[src/design/sdfw_pkg.sv]
package sdfw_pkg;
  // ----------------------------------------
  // Widths
  // ----------------------------------------
  localparam int DATA_W = 16;
  localparam int BUS_W = 32;
  localparam int ADDR_W = 12;
  localparam int FIFO_DEPTH = 4;

  // ----------------------------------------
  // Data window decode
  // ----------------------------------------
  localparam logic [ADDR_W-1:0] DATA_BASE = 12'h060;
  localparam int DATA_WORDS = 36;
  localparam logic [ADDR_W-1:0] DATA_LAST = 12'h0EC;
  localparam logic [ADDR_W-1:0] FIFO_WINDOW_9_OFF = 12'h084;
  localparam logic [ADDR_W-1:0] FIFO_WINDOW_10_OFF = 12'h088;
  localparam logic [ADDR_W-1:0] FIFO_WINDOW_12_OFF = 12'h090;
  localparam logic [ADDR_W-1:0] FIFO_WINDOW_14_OFF = 12'h098;

  // ----------------------------------------
  // Reset values and field layout
  // ----------------------------------------
  localparam logic [BUS_W-1:0] PRDATA_RST = 32'h00000000;
  localparam logic [BUS_W-DATA_W-1:0] UPPER_RESERVED_BITS = 16'h0000;
endpackage : sdfw_pkg

[src/design/sdfw_stream_if.sv]
`timescale 1ns/1ps
interface sdfw_stream_if #(parameter int W = 16) ();
  logic [W-1:0] data;
  logic valid;
  logic ready;
  modport src (output data, output valid, input ready);
  modport snk (input data, input valid, output ready);
endinterface : sdfw_stream_if

[src/design/sdfw_fifo.sv]
`timescale 1ns/1ps
module sdfw_fifo #(
  parameter int WIDTH = 16,
  parameter int DEPTH = 4,
  parameter int AW = $clog2(DEPTH)
) (
  // Clock and reset
  input wire logic mclk,
  input wire logic rst_n,
  // Hold empty
  input wire logic flush,
  // Streams
  sdfw_stream_if.snk push,
  sdfw_stream_if.src pop,
  // Fill level
  output logic [AW:0] level
);
  logic [WIDTH-1:0] mem_ff [DEPTH];
  logic [WIDTH-1:0] nxt_mem [DEPTH];
  logic [AW-1:0] wptr_ff, nxt_wptr, rptr_ff, nxt_rptr;
  logic [AW:0] cnt_ff, nxt_cnt;
  logic do_push, do_pop;

  assign push.ready = (cnt_ff != (AW+1)'(DEPTH)) && !flush;
  assign pop.valid = (cnt_ff != '0) && !flush;
  assign pop.data = mem_ff[rptr_ff];
  assign level = cnt_ff;

  always_comb begin
    do_push = push.valid && push.ready;
    do_pop = pop.valid && pop.ready;
    nxt_mem = mem_ff;
    nxt_wptr = wptr_ff;
    nxt_rptr = rptr_ff;
    nxt_cnt = cnt_ff;
    if (flush) begin
      nxt_wptr = '0;
      nxt_rptr = '0;
      nxt_cnt = '0;
    end else begin
      if (do_push) begin
        nxt_mem[wptr_ff] = push.data;
        nxt_wptr = (wptr_ff == AW'(DEPTH-1)) ? '0 : wptr_ff + 1'b1;
      end
      if (do_pop) begin
        nxt_rptr = (rptr_ff == AW'(DEPTH-1)) ? '0 : rptr_ff + 1'b1;
      end
      if (do_push && !do_pop) begin
        nxt_cnt = cnt_ff + 1'b1;
      end else if (do_pop && !do_push) begin
        nxt_cnt = cnt_ff - 1'b1;
      end
    end
  end

  always_ff @(posedge mclk or negedge rst_n) begin
    if (!rst_n) begin
      for (int i = 0; i < DEPTH; i++) begin
        mem_ff[i] <= '0;
      end
      wptr_ff <= '0;
      rptr_ff <= '0;
      cnt_ff <= '0;
    end else begin
      mem_ff <= nxt_mem;
      wptr_ff <= nxt_wptr;
      rptr_ff <= nxt_rptr;
      cnt_ff <= nxt_cnt;
    end
  end
endmodule : sdfw_fifo

[src/design/sdfw_top.sv]
// Contract
// - Every data window word carries the data in bits 15:0 and bits 31:16 always read zero.
// - A read of the window returns the oldest receive entry and removes it.
// - A write of the window puts the 16-bit value into the transmit FIFO as newest entry.
// - Writes enter the transmit FIFO only while the controller enable bit is 1.
// - While the controller enable bit is 0 both FIFOs are held empty.
// - The window decodes at thirty-six consecutive aligned words.
// - A write at any window word pushes the bus write data identically.
// - A read at any window word pops the receive FIFO identically.
// - FIFO entries are reached only by push and pop, never by address.
// - Data is right-justified both ways, with upper field bits cleared on reads.
`timescale 1ns/1ps
module sdfw_top import sdfw_pkg::*; #(
  parameter int DEPTH = FIFO_DEPTH,
  parameter int AW = $clog2(DEPTH)
) (
  // Clock and reset
  input wire logic mclk,
  input wire logic rst_n,
  // Controller control
  input wire logic controller_enable_bit,
  // Peripheral bus
  input wire logic psel,
  input wire logic penable,
  input wire logic pwrite,
  input wire logic [ADDR_W-1:0] paddr,
  input wire logic [BUS_W-1:0] pwdata,
  output logic [BUS_W-1:0] prdata,
  output logic pready,
  output logic pslverr,
  // Transmit side to shifter
  output logic tx_valid,
  input wire logic tx_ready,
  output logic [DATA_W-1:0] tx_data,
  // Receive side from shifter
  input wire logic rx_valid,
  output logic rx_ready,
  input wire logic [DATA_W-1:0] rx_data,
  // Fill levels
  output logic [AW:0] tx_level,
  output logic [AW:0] rx_level
);
  // ----------------------------------------
  // FIFO streams
  // ----------------------------------------
  sdfw_stream_if #(.W(DATA_W)) tx_in ();
  sdfw_stream_if #(.W(DATA_W)) tx_out ();
  sdfw_stream_if #(.W(DATA_W)) rx_in ();
  sdfw_stream_if #(.W(DATA_W)) rx_out ();

  logic fifo_flush;
  logic setup_ph;
  logic access_ph;
  logic win_hit;
  logic wr_req;
  logic rd_setup;
  logic [BUS_W-1:0] prdata_ff, nxt_prdata;
  logic pop_pend_ff, nxt_pop_pend;

  // ----------------------------------------
  // Address decode and bus handshake
  // ----------------------------------------
  always_comb begin
    setup_ph = psel && !penable;
    access_ph = psel && penable;
    // Every aligned word of the window is one alias
    win_hit = (paddr >= DATA_BASE) && (paddr <= DATA_LAST)
      && (paddr[1:0] == 2'b00);
    // Disabled controller drops writes quietly
    wr_req = access_ph && pwrite && win_hit && controller_enable_bit;
    rd_setup = setup_ph && !pwrite && win_hit;
  end

  // Only the head is visible, no entry index exists
  assign tx_in.valid = wr_req;
  assign tx_in.data = pwdata[DATA_W-1:0];
  // Full transmit FIFO stalls the write
  assign pready = !(wr_req && !tx_in.ready);
  assign pslverr = access_ph && !win_hit;
  assign rx_out.ready = access_ph && !pwrite && pop_pend_ff;
  assign fifo_flush = !controller_enable_bit;

  // ----------------------------------------
  // Read data capture
  // ----------------------------------------
  always_comb begin
    nxt_prdata = prdata_ff;
    nxt_pop_pend = pop_pend_ff;
    if (setup_ph) begin
      nxt_pop_pend = rd_setup && rx_out.valid;
      if (rd_setup && rx_out.valid) begin
        nxt_prdata = {UPPER_RESERVED_BITS, rx_out.data};
      end else begin
        nxt_prdata = PRDATA_RST;
      end
    end else if (access_ph) begin
      nxt_pop_pend = 1'b0;
    end
  end

  always_ff @(posedge mclk or negedge rst_n) begin
    if (!rst_n) begin
      prdata_ff <= PRDATA_RST;
      pop_pend_ff <= 1'b0;
    end else begin
      prdata_ff <= nxt_prdata;
      pop_pend_ff <= nxt_pop_pend;
    end
  end

  assign prdata = prdata_ff;

  // ----------------------------------------
  // Shifter side
  // ----------------------------------------
  assign tx_valid = tx_out.valid;
  assign tx_data = tx_out.data;
  assign tx_out.ready = tx_ready;
  assign rx_in.valid = rx_valid;
  assign rx_in.data = rx_data;
  assign rx_ready = rx_in.ready;

  // ----------------------------------------
  // FIFOs
  // ----------------------------------------
  sdfw_fifo #(.WIDTH(DATA_W), .DEPTH(DEPTH), .AW(AW)) u_tx_fifo (
    .mclk (mclk),
    .rst_n (rst_n),
    .flush (fifo_flush),
    .push (tx_in),
    .pop (tx_out),
    .level (tx_level)
  );

  sdfw_fifo #(.WIDTH(DATA_W), .DEPTH(DEPTH), .AW(AW)) u_rx_fifo (
    .mclk (mclk),
    .rst_n (rst_n),
    .flush (fifo_flush),
    .push (rx_in),
    .pop (rx_out),
    .level (rx_level)
  );
endmodule : sdfw_top

[config.mk]
export PLATFORM = sky130hd
export DESIGN_NAME = sdfw_top
export DESIGN_NICKNAME = d
export VERILOG_FILES = /design/src/design/sdfw_pkg.sv /design/src/design/sdfw_stream_if.sv /design/src/design/sdfw_fifo.sv /design/src/design/sdfw_top.sv
export SDC_FILE = /design/constraint.sdc
export NUM_CORES = 1
export LEC_CHECK = 0
export ABC_AREA = 1
export BUFFER_PORTS_ARGS = -buffer_cell sky130_fd_sc_hd__buf_4
export CAP_MARGIN = 20
export CORE_AREA = 2 2 119 121
export DETAILED_ROUTE_END_ITERATION = 16
export DIE_AREA = 0 0 121 123
export PLACE_DENSITY = 0.8
export SYNTH_ARGS = -nofsm -noshare
export SYNTH_HDL_FRONTEND = slang
export SYNTH_SLANG_ARGS = --single-unit
[constraint.sdc]
create_clock -name mclk -period 2.7 [get_ports mclk]
set_input_delay 0.135 -clock mclk [delete_from_list [all_inputs] [get_ports mclk]]
set_output_delay 0.135 -clock mclk [all_outputs]
set_load 0.02 [all_outputs]
==> results of run 1 <==
[final timing paths]
check	endpoint	slack, ns	cells after the start
max in group asynchronous	u_rx_fifo.mem_ff[58]$_DFFE_PN0P_	1.55	3
min in group asynchronous	u_tx_fifo.mem_ff[1]$_DFFE_PN0P_	0.32	2
max reg2reg	u_rx_fifo.level[2]$_DFFE_PN0P_	0.72	11
min	u_tx_fifo.mem_ff[19]$_DFFE_PN0P_	0.02	3
min reg2reg	u_tx_fifo.mem_ff[43]$_DFFE_PN0P_	0.47	2
max	tx_data[15]	0.31	4
[per-layer routing]
| metal | vias to the layer above | global-route usage |
|---|---|---|
| met3 | 24 | 0.04751 |
| met1 | 2971 | 0.3183 |
| met5 | - | 0 |
| met2 | 182 | 0.4196 |
| met4 | 0 | 0.09157 |
| li1 | 3052 | - |
[kinds of logic after synthesis]
group | count (synthesis) | synth area share
DFF | 159 | 0.5199
adders and majority gates | 12 | 0.02158
AOI/OAI and AO/OA | 290 | 0.2091
other | 1 | 0.0004900
xor gates and xnor gates | 2 | 0.002289
buffers and inverters | 141 | 0.09336
and+or+nand+nor | 279 | 0.1532
[through the flow]
stage / total power [mW] / worst slack (ns) / instance area (µm²)
floorplan: 4.761 / 0.5997 / 7709
global placement: 5.504 / 0.8015 / 8315
detailed placement: 5.595 / 0.7750 / 8315
CTS: 8.128 / 0.3200 / 9124
global route: 8.598 / 0.2098 / 9124
finish: 8.098 / 0.3056 / 9124
[flip-flops by register name (all words and copies together) (netlist names)]
name and flops:
u_rx_fifo.mem_ff 64, u_rx_fifo.rptr_ff 2, pop_pend_ff 1, prdata 16, u_rx_fifo.wptr_ff 2, u_rx_fifo.level 3
u_tx_fifo.rptr_ff 2, u_tx_fifo.level 3, u_tx_fifo.wptr_ff 2, u_tx_fifo.mem_ff 64
[layout by cell type, fill, tap and decap left out, types with 3 or more instances in the layout]
master | netlist | routed
clkinv_2 | 0 | 3
inv_1 | 73 | 73
conb_1 | 1 | 16
bufinv_16 | 0 | 3
nor2_4 | 3 | 3
clkbuf_16 | 0 | 17
clkbuf_8 | 0 | 4
dlygate4sd3_1 | 0 | 19
o21ai_0 | 163 | 163
o21ai_1 | 45 | 45
nor2_1 | 44 | 44
buf_4 | 18 | 100
ha_1 | 10 | 10
dfrtp_1 | 159 | 159
o21ai_2 | 27 | 27
nand2_1 | 210 | 210
inv_2 | 3 | 3
o22ai_1 | 16 | 16
nand2_4 | 5 | 5
a21oi_1 | 34 | 34
nand3_1 | 8 | 8
[critical path, cell delays in order (launching register included)]
cell,delay (ns)
dfrtp_1,0.63
inv_1,0.57
o21ai_0,0.22
o22ai_1,0.23
buf_4,0.19
[layout make-up]
| class | count | area, µm² |
|---|---|---|
| fill | 1076 | 4488 |
| tap | 180 | 225.2 |
| inverter | 77 | 294.0 |
| clock buffer | 23 | 488.0 |
| timing repair buffer | 122 | 992.2 |
| clock inverter | 9 | 130.1 |
| sequential | 159 | 3979 |
| multi-input combinational | 599 | 3015 |
[power by group through the flow]
| stage | combinational [mW] | clock, mW | sequential (mW) |
|---|---|---|---|
| 2_1_floorplan | 1.59 | 0 | 3.17 |
| 6_report | 2.44 | 2.48 | 3.18 |
| 3_5_place_dp | 2.39 | 0 | 3.21 |
| 3_3_place_gp | 2.33 | 0 | 3.18 |
| 5_1_grt | 2.73 | 2.62 | 3.24 |
| 4_1_cts | 2.44 | 2.52 | 3.17 |
[timing repair]
item,4_1_cts,5_1_grt
endpoints found under the setup margin,0,0
hold buffers,19,0
resized for setup,0,0
setup buffers,0,0
hold endpoints to repair,146,0
==> key figures, run 1 <==
Worst setup path
  • Reg2reg start: u_rx_fifo.level[2]$_DFFE_PN0P_
  • CP startpoint kind: register
  • Crit Path Class: register to primary output
  • CP startpoint: u_tx_fifo.rptr_ff[1]$_DFFE_PN0P_
  • CP required: 2.57 ns
  • CP Capture Type: primary output
  • Worst EP arrival: 2.26 ns
  • Worst Path Max Fanout: 18

Route
  • DR vias: 6229
  • Post-DRT Antenna Nets: 0
  • WL met2: around 9000 µm
  • DRT iter0 DRCs: around 500
  • Top Layer Used: met4
  • DRT Wirelength: 17340 µm
  • WL per Instance: between 10 and 15 µm
  • TritonRoute pass-1 iters: 6
  • WL met3: 797 µm
  • Via density: between 5 and 6
  • DRC: 0
  • Post-Route M1 WL: 7455 µm

Flow run
  • MaxCap Viol Count: 0

Power
  • Lkg Pwr: 4.544 nW
  • Pwr/cell area: about 890 nW/µm²
  • Net Sw Frac: 0.3396
  • P_sw: ~2.8 mW
  • Peak VDD IR: 0.6569 mV
  • P_int: 5.348 mW
  • Sequential share of power: 0.393
  • Clock network power share: 0.307
  • Comb pwr share: 0.301

Finish
  • Area growth from synthesis to layout: 19.23%
  • Share of cells above drive strength 1: 0.1810
  • Antenna Cells: 0
  • Final Util: 0.6703
  • Layout Cells excl Fill: 1169
  • Final nets: ~1100

Timing
  • Setup_tns: 0 ns
  • Final min period: 2.394 ns
  • Final hold vios: 0
  • Max_slew headroom: 0.3895
  • Final period util: 0.8868
  • Max-slew violation count: 0
  • Peak Freq: 0.4176 GHz
  • Min Hold Slack: 0.01714 ns
  • Final setup vio count: 0
  • RSZ-0062 raised after global routing: false
  • Slew at the pin closest to its max-slew limit: 0.9157 ns
  • Clock skew: 0.008487 ns

Placement
  • IO buf count: between 90 and 100
  • HPWL after DPL: 10640 µm
  • Gp weighted congestion: ~0.77
  • Placed Instances: roughly 1100

Die
  • Starting Density: 0.5622
  • Core area: 13610 µm²
  • Chip height: 123 µm
  • Die footprint: 14880 µm²
  • Rows: 43
  • # IOs: 126
  • Die W: 121 µm

Yosys
  • Post-Synthesis Cell Area: 7652 µm²
  • Synth cell types: 36
  • Seq/Total Area, Yosys: 0.5199
  • Post-synth top cells: 210 x nand2_1, 163 x o21ai_0, 159 x dfrtp_1, 73 x inv_1, 45 x o21ai_1
  • Leading area contributor after synthesis: dfrtp_1
  • Count of state elements after synthesis: 159
  • Ys async rst share: 1.000
  • Count leader, synth: nand2_1
  • Area contributors post-synth: dfrtp_1 52%, o21ai_0 11%, nand2_1 10%
  • Most used DFF post-synth: dfrtp_1
  • YS warnings: 0
  • Post-synth EDFFs: 0
  • Avg Inst Size Synth: 8.656 µm²
  • Yosys top cell area share: 0.5199
  • Mapped Cells: 884

Clocking
  • Root Buffer: clkbuf_16
  • Clk slew on worst S/H paths: 0.06 ns
  • CTS tree: yes
  • Worst-skew pair later-pin latency: 0.43 ns
  • Clk buf depth: 2
  • Clock sinks: 159
  • Cts bufs inserted: 17
  • H-tree lvl count: 4

Global route
  • Overflow after GRT: 0
  • Initial antenna violation count: 0
  • Vias in the first global route: 5950
  • First-pass GRT wire length: about 29000 µm
  • Pin count of the biggest net entering global routing: 83
  • Gr usage total: 0.2476

Status
  • Status: complete, no violations

Min path
  • Min-delay worst type: input port to register
  • Worst hold path startpoint: pwdata[3]
Power figures use the tool's default switching activity.
==> run 2, diff against run 1 <==
--- a/config.mk
+++ b/config.mk
@@ -9,9 +9,12 @@
 export BUFFER_PORTS_ARGS = -buffer_cell sky130_fd_sc_hd__buf_4
 export CAP_MARGIN = 20
 export CORE_AREA = 2 2 119 121
+export CTS_CLUSTER_SIZE = 28
 export DETAILED_ROUTE_END_ITERATION = 16
 export DIE_AREA = 0 0 121 123
-export PLACE_DENSITY = 0.8
+export PLACE_DENSITY = 0.79
+export SLEW_MARGIN = 25
 export SYNTH_ARGS = -nofsm -noshare
 export SYNTH_HDL_FRONTEND = slang
+export SYNTH_HIERARCHICAL = 1
 export SYNTH_SLANG_ARGS = --single-unit
==> run 2 against run 1 <==
  * Routed wire length is 2.4% lower
  * Worst setup slack better by 0.18 ns
  * Sequential share of layout area up 1.5 points
  * Worst hold slack got worse by 0.0059 ns
  * Synthesized cell count decreased by 3.7%
  * Utilization down 2.2 points
  * Largest cell class unchanged
==> key figures, run 2 <==
Status
  • Status: complete, no violations

Power
  • P_sw: 2.600 mW
  • Lkg Pwr: 4.506 nW
  • Peak VDD IR: 0.5367 mV
  • Sequential share of power: 0.405
  • Net Sw Frac: 0.3311
  • Clock network power share: 0.307
  • Pwr/cell area: around 890 nW/µm²
  • Comb pwr share: 0.289
  • P_int: 5.253 mW

Yosys
  • Post-Synthesis Cell Area: 7595 µm²
  • Ys async rst share: 1.000
  • Post-synth top cells: 192 x nand2_1, 159 x dfrtp_1, 110 x o21ai_1, 74 x o21ai_0, 70 x nor2_1
  • Count of state elements after synthesis: roughly 160
  • Count leader, synth: nand2_1
  • Most used DFF post-synth: dfrtp_1
  • Mapped Cells: 851
  • Synth cell types: 28
  • Avg Inst Size Synth: 8.925 µm²
  • Post-synth EDFFs: 0
  • Yosys top cell area share: 0.5239
  • YS warnings: 6
  • Leading area contributor after synthesis: dfrtp_1
  • Seq/Total Area, Yosys: 0.5239
  • Area contributors post-synth: dfrtp_1 52%, nand2_1 9.5%, o21ai_1 7.2%

Worst setup path
  • Worst Path Max Fanout: 23
  • Worst EP arrival: 2.07 ns
  • Reg2Reg Depth: 12
  • Buf+Inv Stages, Crit Path: 3
  • Slowest stage cell on the critical path: inv_1
  • CP required: around 2.6 ns
  • Most frequent CP cell: buf_4
  • Crit-path cells: inv_1, buf_4, o21ai_0, o22ai_1, buf_4
  • Worst path depth: 5
  • CP delay by family, top: buffers and inverters
  • CP startpoint kind: register
  • Crit Path Class: register to primary output
  • CP Capture Type: primary output
  • Worst path max stage delay: 0.52 ns

Finish
  • Area growth from synthesis to layout: 16.19%
  • Share of cells above drive strength 1: 0.1879
  • Final nets: a little over 1000
  • Antenna Cells: 0
  • # fillers: 1152
  • Multi-input gate area: a little under 3000 µm²
  • Commonest non-fill, non-tap cell in the layout: nand2_1
  • Reg area: between 3000 and 4000 µm²
  • Commonest cells after routing, fill and taps aside: 192 x nand2_1, 159 x dfrtp_1, 110 x o21ai_1

Global route
  • Initial antenna violation count: 0
  • Vias in the first global route: slightly below 6000
  • Pin count of the biggest net entering global routing: 75
  • Overflow after GRT: 0
  • Gr usage total: 0.2400
  • First-pass GRT wire length: 28020 µm

Route
  • Via density: between 5 and 6
  • DRC: 0
  • DR vias: 6087
  • WL per Instance: 15.09 µm
  • DRT iter0 DRCs: between 500 and 600
  • TritonRoute pass-1 iters: 5
  • Post-DRT Antenna Nets: 0
  • DRT Wirelength: 16930 µm

Die
  • Core area: ~14000 µm²
  • # IOs: 126
  • Starting Density: 0.5580
  • Chip height: 123 µm
  • Die W: around 120 µm
  • Rows: 43
  • Die footprint: 14880 µm²

Timing
  • Clock skew: 0.01137 ns
  • Final worst-path setup slack: 0.4903 ns
  • Slew at the pin closest to its max-slew limit: 0.7150 ns
  • Final hold vios: 0
  • Max_slew headroom: 0.5228
  • Final setup vio count: 0
  • Final period util: 0.8184
  • Final min period: 2.210 ns
  • RSZ-0062 raised after global routing: false
  • Setup_tns: 0 ns
  • Max-slew violation count: 0
  • Peak Freq: 0.4525 GHz

Clocking
  • Clock sinks: 159
  • Post-CTS setup buffers: 0
  • Clk slew on worst S/H paths: 0.06 ns
  • Clk buf depth: 2
  • Worst-skew pair later-pin latency: 0.43 ns
  • Post-CTS sizing: 0
  • H-tree lvl count: 4
  • CTS tree: yes
  • Root Buffer: clkbuf_16
  • Cts bufs inserted: 17
  • Hold buffer count at CTS: 4

Placement
  • Worst Setup Slack post-DPL: 0.6167 ns
  • IO buf count: 91
  • Gp weighted congestion: 0.7690
  • HPWL after DPL: 10090 µm

Flow run
  • MaxCap Viol Count: 0

Min path
  • Worst hold path depth: 3
  • Min-delay worst type: input port to register
[run 2: cell count changes after synthesis, moves of 12 or more]
cell and change:
a21oi_1 -32, buf_6 +12, inv_1 -14, nand2_1 -18, nand3_1 +20, nor2_1 +26, o21ai_0 -89, o21ai_1 +65
o22ai_1 +16
[run 2: final cells by class]
class / instances / share of cell area
inverters: 61 / 0.02651
well taps: 180 / 0.02552
repair buffers: 105 / 0.09372
flip-flops and latches: 159 / 0.4509
multi-input cells: 587 / 0.3360
clock buffers: 19 / 0.05133
clock inverters: 11 / 0.01602
[run 2: path summary, 6_finish.rpt]
kind / start / end / slack (ns)
setup / recovery: u_tx_fifo/rptr_ff[0]$_DFFE_PN0P_ / tx_data[10] / 0.49
hold / removal: pwdata[2] / u_tx_fifo/mem_ff[34]$_DFFE_PN0P_ / 0.01
setup reg to reg: pop_pend_ff$_DFFE_PN0P_ / u_rx_fifo/level[2]$_DFFE_PN0P_ / 0.74
hold reg to reg: u_tx_fifo/mem_ff[25]$_DFFE_PN0P_ / u_tx_fifo/mem_ff[25]$_DFFE_PN0P_ / 0.48
max in group asynchronous: rst_n / u_tx_fifo/mem_ff[16]$_DFFE_PN0P_ / 1.70
min in group asynchronous: rst_n / u_rx_fifo/mem_ff[58]$_DFFE_PN0P_ / 0.29
[run 2: metrics by stage]
stage / cells / hold WS [ns] / power, mW / util / cell area, µm²
floorplan: 866 / -0.1606 / 4.731 / - / 7651
global route: 1122 / 0.01004 / 8.327 / 0.6483 / 8825
detailed placement: 1088 / 0.2044 / 5.427 / 0.6017 / 8190
finish: 1122 / 0.01124 / 7.854 / 0.6483 / 8825
CTS: 1122 / 0.001721 / 7.882 / 0.6483 / 8825
global placement: 1088 / 0.2072 / 5.354 / 0.6017 / 8190
[run 2: routing by layer]
metal | vias up | GRT usage | wire length (µm)
met2 | 214 | 0.3806 | 8070
met4 | 0 | 0.08721 | 268
li1 | 2933 | - | -
met3 | 27 | 0.05212 | 1118
met1 | 2913 | 0.3280 | 7473
met5 | - | 0 | 0
[run 2: cell families (layout without fill, tap and decap cells)]
family / Yosys count / count (layout) / synth area share
other: 1 / 16 / 0.0004938
AND/OR/NAND/NOR: 317 / 317 / 0.1845
adder cells (fa/ha/maj): 12 / 12 / 0.02175
buffers and inverters: 120 / 196 / 0.09308
AO/OA/AOI/OAI: 240 / 240 / 0.1740
flip-flops: 159 / 159 / 0.5239
XOR/XNOR: 2 / 2 / 0.002307
[run 2: worst register-to-register path, stage by stage (launching register included)]
cell and delay, ns:
dfrtp_1 0.32, inv_1 0.05, nor3_1 0.30, nand3_2 0.18, nand2_4 0.13, inv_1 0.06, fa_1 0.37, xnor2_1 0.18
inv_1 0.06, nand2_1 0.07, nand2_1 0.05, nand3_1 0.06, nand2_1 0.05
[run 2: power by group through the flow]
stage | combinational [mW] | clock (mW) | sequential, mW
finish | 2.27 | 2.41 | 3.18
global route | 2.53 | 2.55 | 3.24
CTS | 2.27 | 2.45 | 3.17
detailed placement | 2.23 | 0 | 3.19
global placement | 2.17 | 0 | 3.18
floorplan | 1.54 | 0 | 3.19
==> run 3, diff against run 2 <==
--- a/config.mk
+++ b/config.mk
@@ -5,13 +5,13 @@
 export SDC_FILE = /design/constraint.sdc
 export NUM_CORES = 1
 export LEC_CHECK = 0
-export ABC_AREA = 1
+export ABC_AREA = 0
 export BUFFER_PORTS_ARGS = -buffer_cell sky130_fd_sc_hd__buf_4
 export CAP_MARGIN = 20
-export CORE_AREA = 2 2 119 121
+export CORE_AREA = 2 2 120 122
 export CTS_CLUSTER_SIZE = 28
 export DETAILED_ROUTE_END_ITERATION = 16
-export DIE_AREA = 0 0 121 123
+export DIE_AREA = 0 0 122 124
 export PLACE_DENSITY = 0.79
 export SLEW_MARGIN = 25
 export SYNTH_ARGS = -nofsm -noshare
==> constraint.sdc (replaced) <==
create_clock -name mclk -period 2.2 [get_ports mclk]
set_input_delay 0.11 -clock mclk [delete_from_list [all_inputs] [get_ports mclk]]
set_output_delay 0.11 -clock mclk [all_outputs]
set_load 0.02 [all_outputs]
==> run 3 against run 2 <==
  * Sequential share of layout area is 3.2 points lower
  * Combinational power is 49% lower
  * Critical path depth is 1 higher
  * Clock power is 7% higher
  * Synthesized area is 1.9% higher
  * First-iteration DRC count is 45% lower
  * Count of clock-buffer cells in the layout is 5 higher
  * Final cell count is 22% lower
  * Sequential power is 10% higher
  * Cell area is 7.6% higher
  * Flip-flop and latch count stayed put
  * Synthesized cell count is 36% lower
  * Critical path type is now register to register
  * Highest routed layer unchanged
==> key figures, run 3 <==
Status
  • Status: complete, no violations

Yosys
  • Count leader, synth: dfrtp_1
  • Avg Inst Size Synth: 14.14 µm²
  • Leading area contributor after synthesis: dfrtp_1
  • YS warnings: 6
  • Ys async rst share: 1.000
  • Most used DFF post-synth: dfrtp_1
  • Synth cell types: 60
  • Area contributors post-synth: dfrtp_1 51%, mux2_2 17%, mux4_2 9.3%
  • Post-Synthesis Cell Area: 7736 µm²
  • Post-synth EDFFs: 0
  • Mapped Cells: 547
  • Seq/Total Area, Yosys: 0.5143
  • Post-synth top cells: 159 x dfrtp_1, 114 x mux2_2, 42 x nand2_1, 32 x mux4_2, 18 x buf_4
  • Yosys top cell area share: 0.5143
  • Count of state elements after synthesis: 159

Worst setup path
  • Reg2Reg Depth: 6
  • CP delay by family, top: simple AND/OR/NAND/NOR gates
  • CP startpoint kind: register
  • Worst Path Max Fanout: 5
  • Worst path max stage delay: 0.49 ns
  • Slowest stage cell on the critical path: or4b_1
  • Worst EP arrival: 2.48 ns
  • CP startpoint: u_rx_fifo/level[0]$_DFFE_PN0P_
  • Crit Path Class: register to register
  • Crit-path cells: or3b_1, nand2_4, nor2_2, fa_2, or4b_1, o311ai_1
  • CP required: 2.52 ns
  • Reg2reg start: u_rx_fifo/level[0]$_DFFE_PN0P_
  • Worst path depth: 6
  • CP Capture Type: register
  • Buf+Inv Stages, Crit Path: 0

Timing
  • Final setup vio count: 0
  • Final hold vios: 0
  • Slew at the pin closest to its max-slew limit: 0.8535 ns
  • Max_slew headroom: 0.4310
  • Final period util: 0.9787
  • Clock skew: around 0.0043 ns
  • Max-slew violation count: 0
  • Final min period: 2.153 ns
  • RSZ-0062 raised after global routing: false
  • Min Hold Slack: roughly 0.044 ns
  • Peak Freq: 0.4644 GHz

Route
  • TritonRoute pass-1 iters: 4
  • DR vias: 4804
  • Post-DRT Antenna Nets: 0
  • DRT Wirelength: 16400 µm
  • DRC: 0
  • DRT iter0 DRCs: roughly 310
  • Via density: 5.478
  • WL per Instance: 18.70 µm

Clocking
  • Root Buffer: clkbuf_16
  • Cts bufs inserted: 17
  • Clk buf depth: 2
  • H-tree lvl count: 4
  • Worst-skew pair later-pin latency: 0.43 ns
  • CTS tree: yes
  • Clock sinks: 159
  • Clk slew on worst S/H paths: 0.06 ns

Min path
  • Worst hold path startpoint: tx_ready
  • Min-delay worst type: input port to register
  • Worst hold path depth: 4

Placement
  • Placed Instances: 809
  • IO buf count: 91
  • HPWL after DPL: 10660 µm
  • Gp weighted congestion: 0.7919

Die
  • Chip height: ~120 µm
  • Die footprint: roughly 15000 µm²
  • Rows: 43
  • Starting Density: 0.5639
  • # IOs: approximately 130
  • Core area: between 10000 and 15000 µm²
  • Die W: 122 µm

Finish
  • Area growth from synthesis to layout: 22.79%
  • Layout Cells excl Fill: 877
  • Share of cells above drive strength 1: 0.4892
  • Commonest cells after routing, fill and taps aside: 156 x dfrtp_1, 114 x mux2_2, 113 x buf_4
  • Commonest non-fill, non-tap cell in the layout: dfrtp_1
  • # fillers: 955
  • Final nets: 764
  • Antenna Cells: 0

Flow run
  • MaxCap Viol Count: 0

Global route
  • Initial antenna violation count: 0
  • Pin count of the biggest net entering global routing: between 60 and 70
  • Gr usage total: 0.2342
  • Overflow after GRT: 0
  • Vias in the first global route: 5334
  • First-pass GRT wire length: 26660 µm

Power
  • Total power: slightly above 7 mW
  • Peak VDD IR: 0.7015 mV
  • Pwr/cell area: 763.4 nW/µm²
  • Lkg Pwr: about 4.5 nW
[run 3: changes by cell type in the layout (fill, tap and decap cells not counted), moves of 24 or more]
cell           before  now
dlygate4sd3_1       4   35
inv_1              59   13
mux2_2              0  114
mux4_2              0   32
nand2_1           192   41
nand3_1            28    4
nor2_1             70   15
o21ai_0            74    6
o21ai_1           110    7
o22ai_1            32    1
[run 3: report_power, final]
| group | switching, mW | total [mW] | internal (mW) |
|---|---|---|---|
| Clock | 1.10 | 2.58 | 1.48 |
| Sequential | 0.207 | 3.51 | 3.30 |
| Combinational | 0.475 | 1.16 | 0.683 |
[run 3: worst register-to-register path, delay by kind of cell (launching register included)]
kind | cells | cell delay (ns)
AOI/OAI and AO/OA | 1 | 0.09
adders and majority gates | 1 | 0.46
DFF | 1 | 0.43
and+or+nand+nor | 4 | 1.07
[run 3: worst paths after layout]
path	endpoint	slack [ns]
max in group asynchronous	u_rx_fifo/mem_ff[27]$_DFFE_PN0P_	1.22
min in group asynchronous	u_tx_fifo/mem_ff[18]$_DFFE_PN0P_	0.24
min reg2reg	prdata[4]$_DFFE_PN0P_	0.49
min	u_tx_fifo/level[0]$_DFFE_PN0P_	0.04
max	u_rx_fifo/level[1]$_DFFE_PN0P_	0.05
max reg2reg	u_rx_fifo/level[1]$_DFFE_PN0P_	0.05
[run 3: routing by layer]
metal	GRT usage	part of all wire	vias up
met3	0.06227	0.039	16
met4	0.08118	0.013	0
met1	0.2767	0.41	2471
met2	0.4152	0.53	104
met5	0	0	-
li1	-	-	2213
[run 3: kinds of logic (layout without fill, tap and decap cells)]
family	after synthesis	in the layout	synth area share
AOI/OAI and AO/OA	43	43	0.03979
adders and majority gates	12	12	0.02135
muxes	164	164	0.2914
and+or+nand+nor	100	100	0.07521
DFF	159	159	0.5143
xor gates and xnor gates	6	6	0.006794
other	1	16	0.0004847
buffers and inverters	62	197	0.05062
[run 3: stage by stage]
| step | setup TNS [ns] | setup slack, ns | utilization | area (µm²) |
|---|---|---|---|---|
| CTS | 0 | 0.001520 | 0.6913 | 9484 |
| floorplan | -0.2929 | -0.09371 | - | 7834 |
| global route | 0 | 0.01282 | 0.6924 | 9499 |
| global placement | 0 | 0.03047 | 0.6279 | 8615 |
| detailed placement | -0.1356 | -0.1356 | 0.6279 | 8615 |
| finish | 0 | 0.04680 | 0.6924 | 9499 |
[run 3: cell type report]
class	count	area, µm²	area share
well taps	180	225.2	0.02371
inverters	13	48.80	0.005137
flip-flops and latches	159	3983	0.4193
clock buffers	24	471.7	0.04966
repair buffers	152	1270	0.1337
multi-input cells	341	3461	0.3643
clock inverters	8	40.04	0.004215
[run 3: repair_timing]
item                                   4_1_cts  5_1_grt
endpoints found under the hold margin      191        0
setup buffers                                1        0
setup endpoints to repair                    1        3
pin swaps                                    1        1
resized for setup                            0        5
hold buffers                                35        0
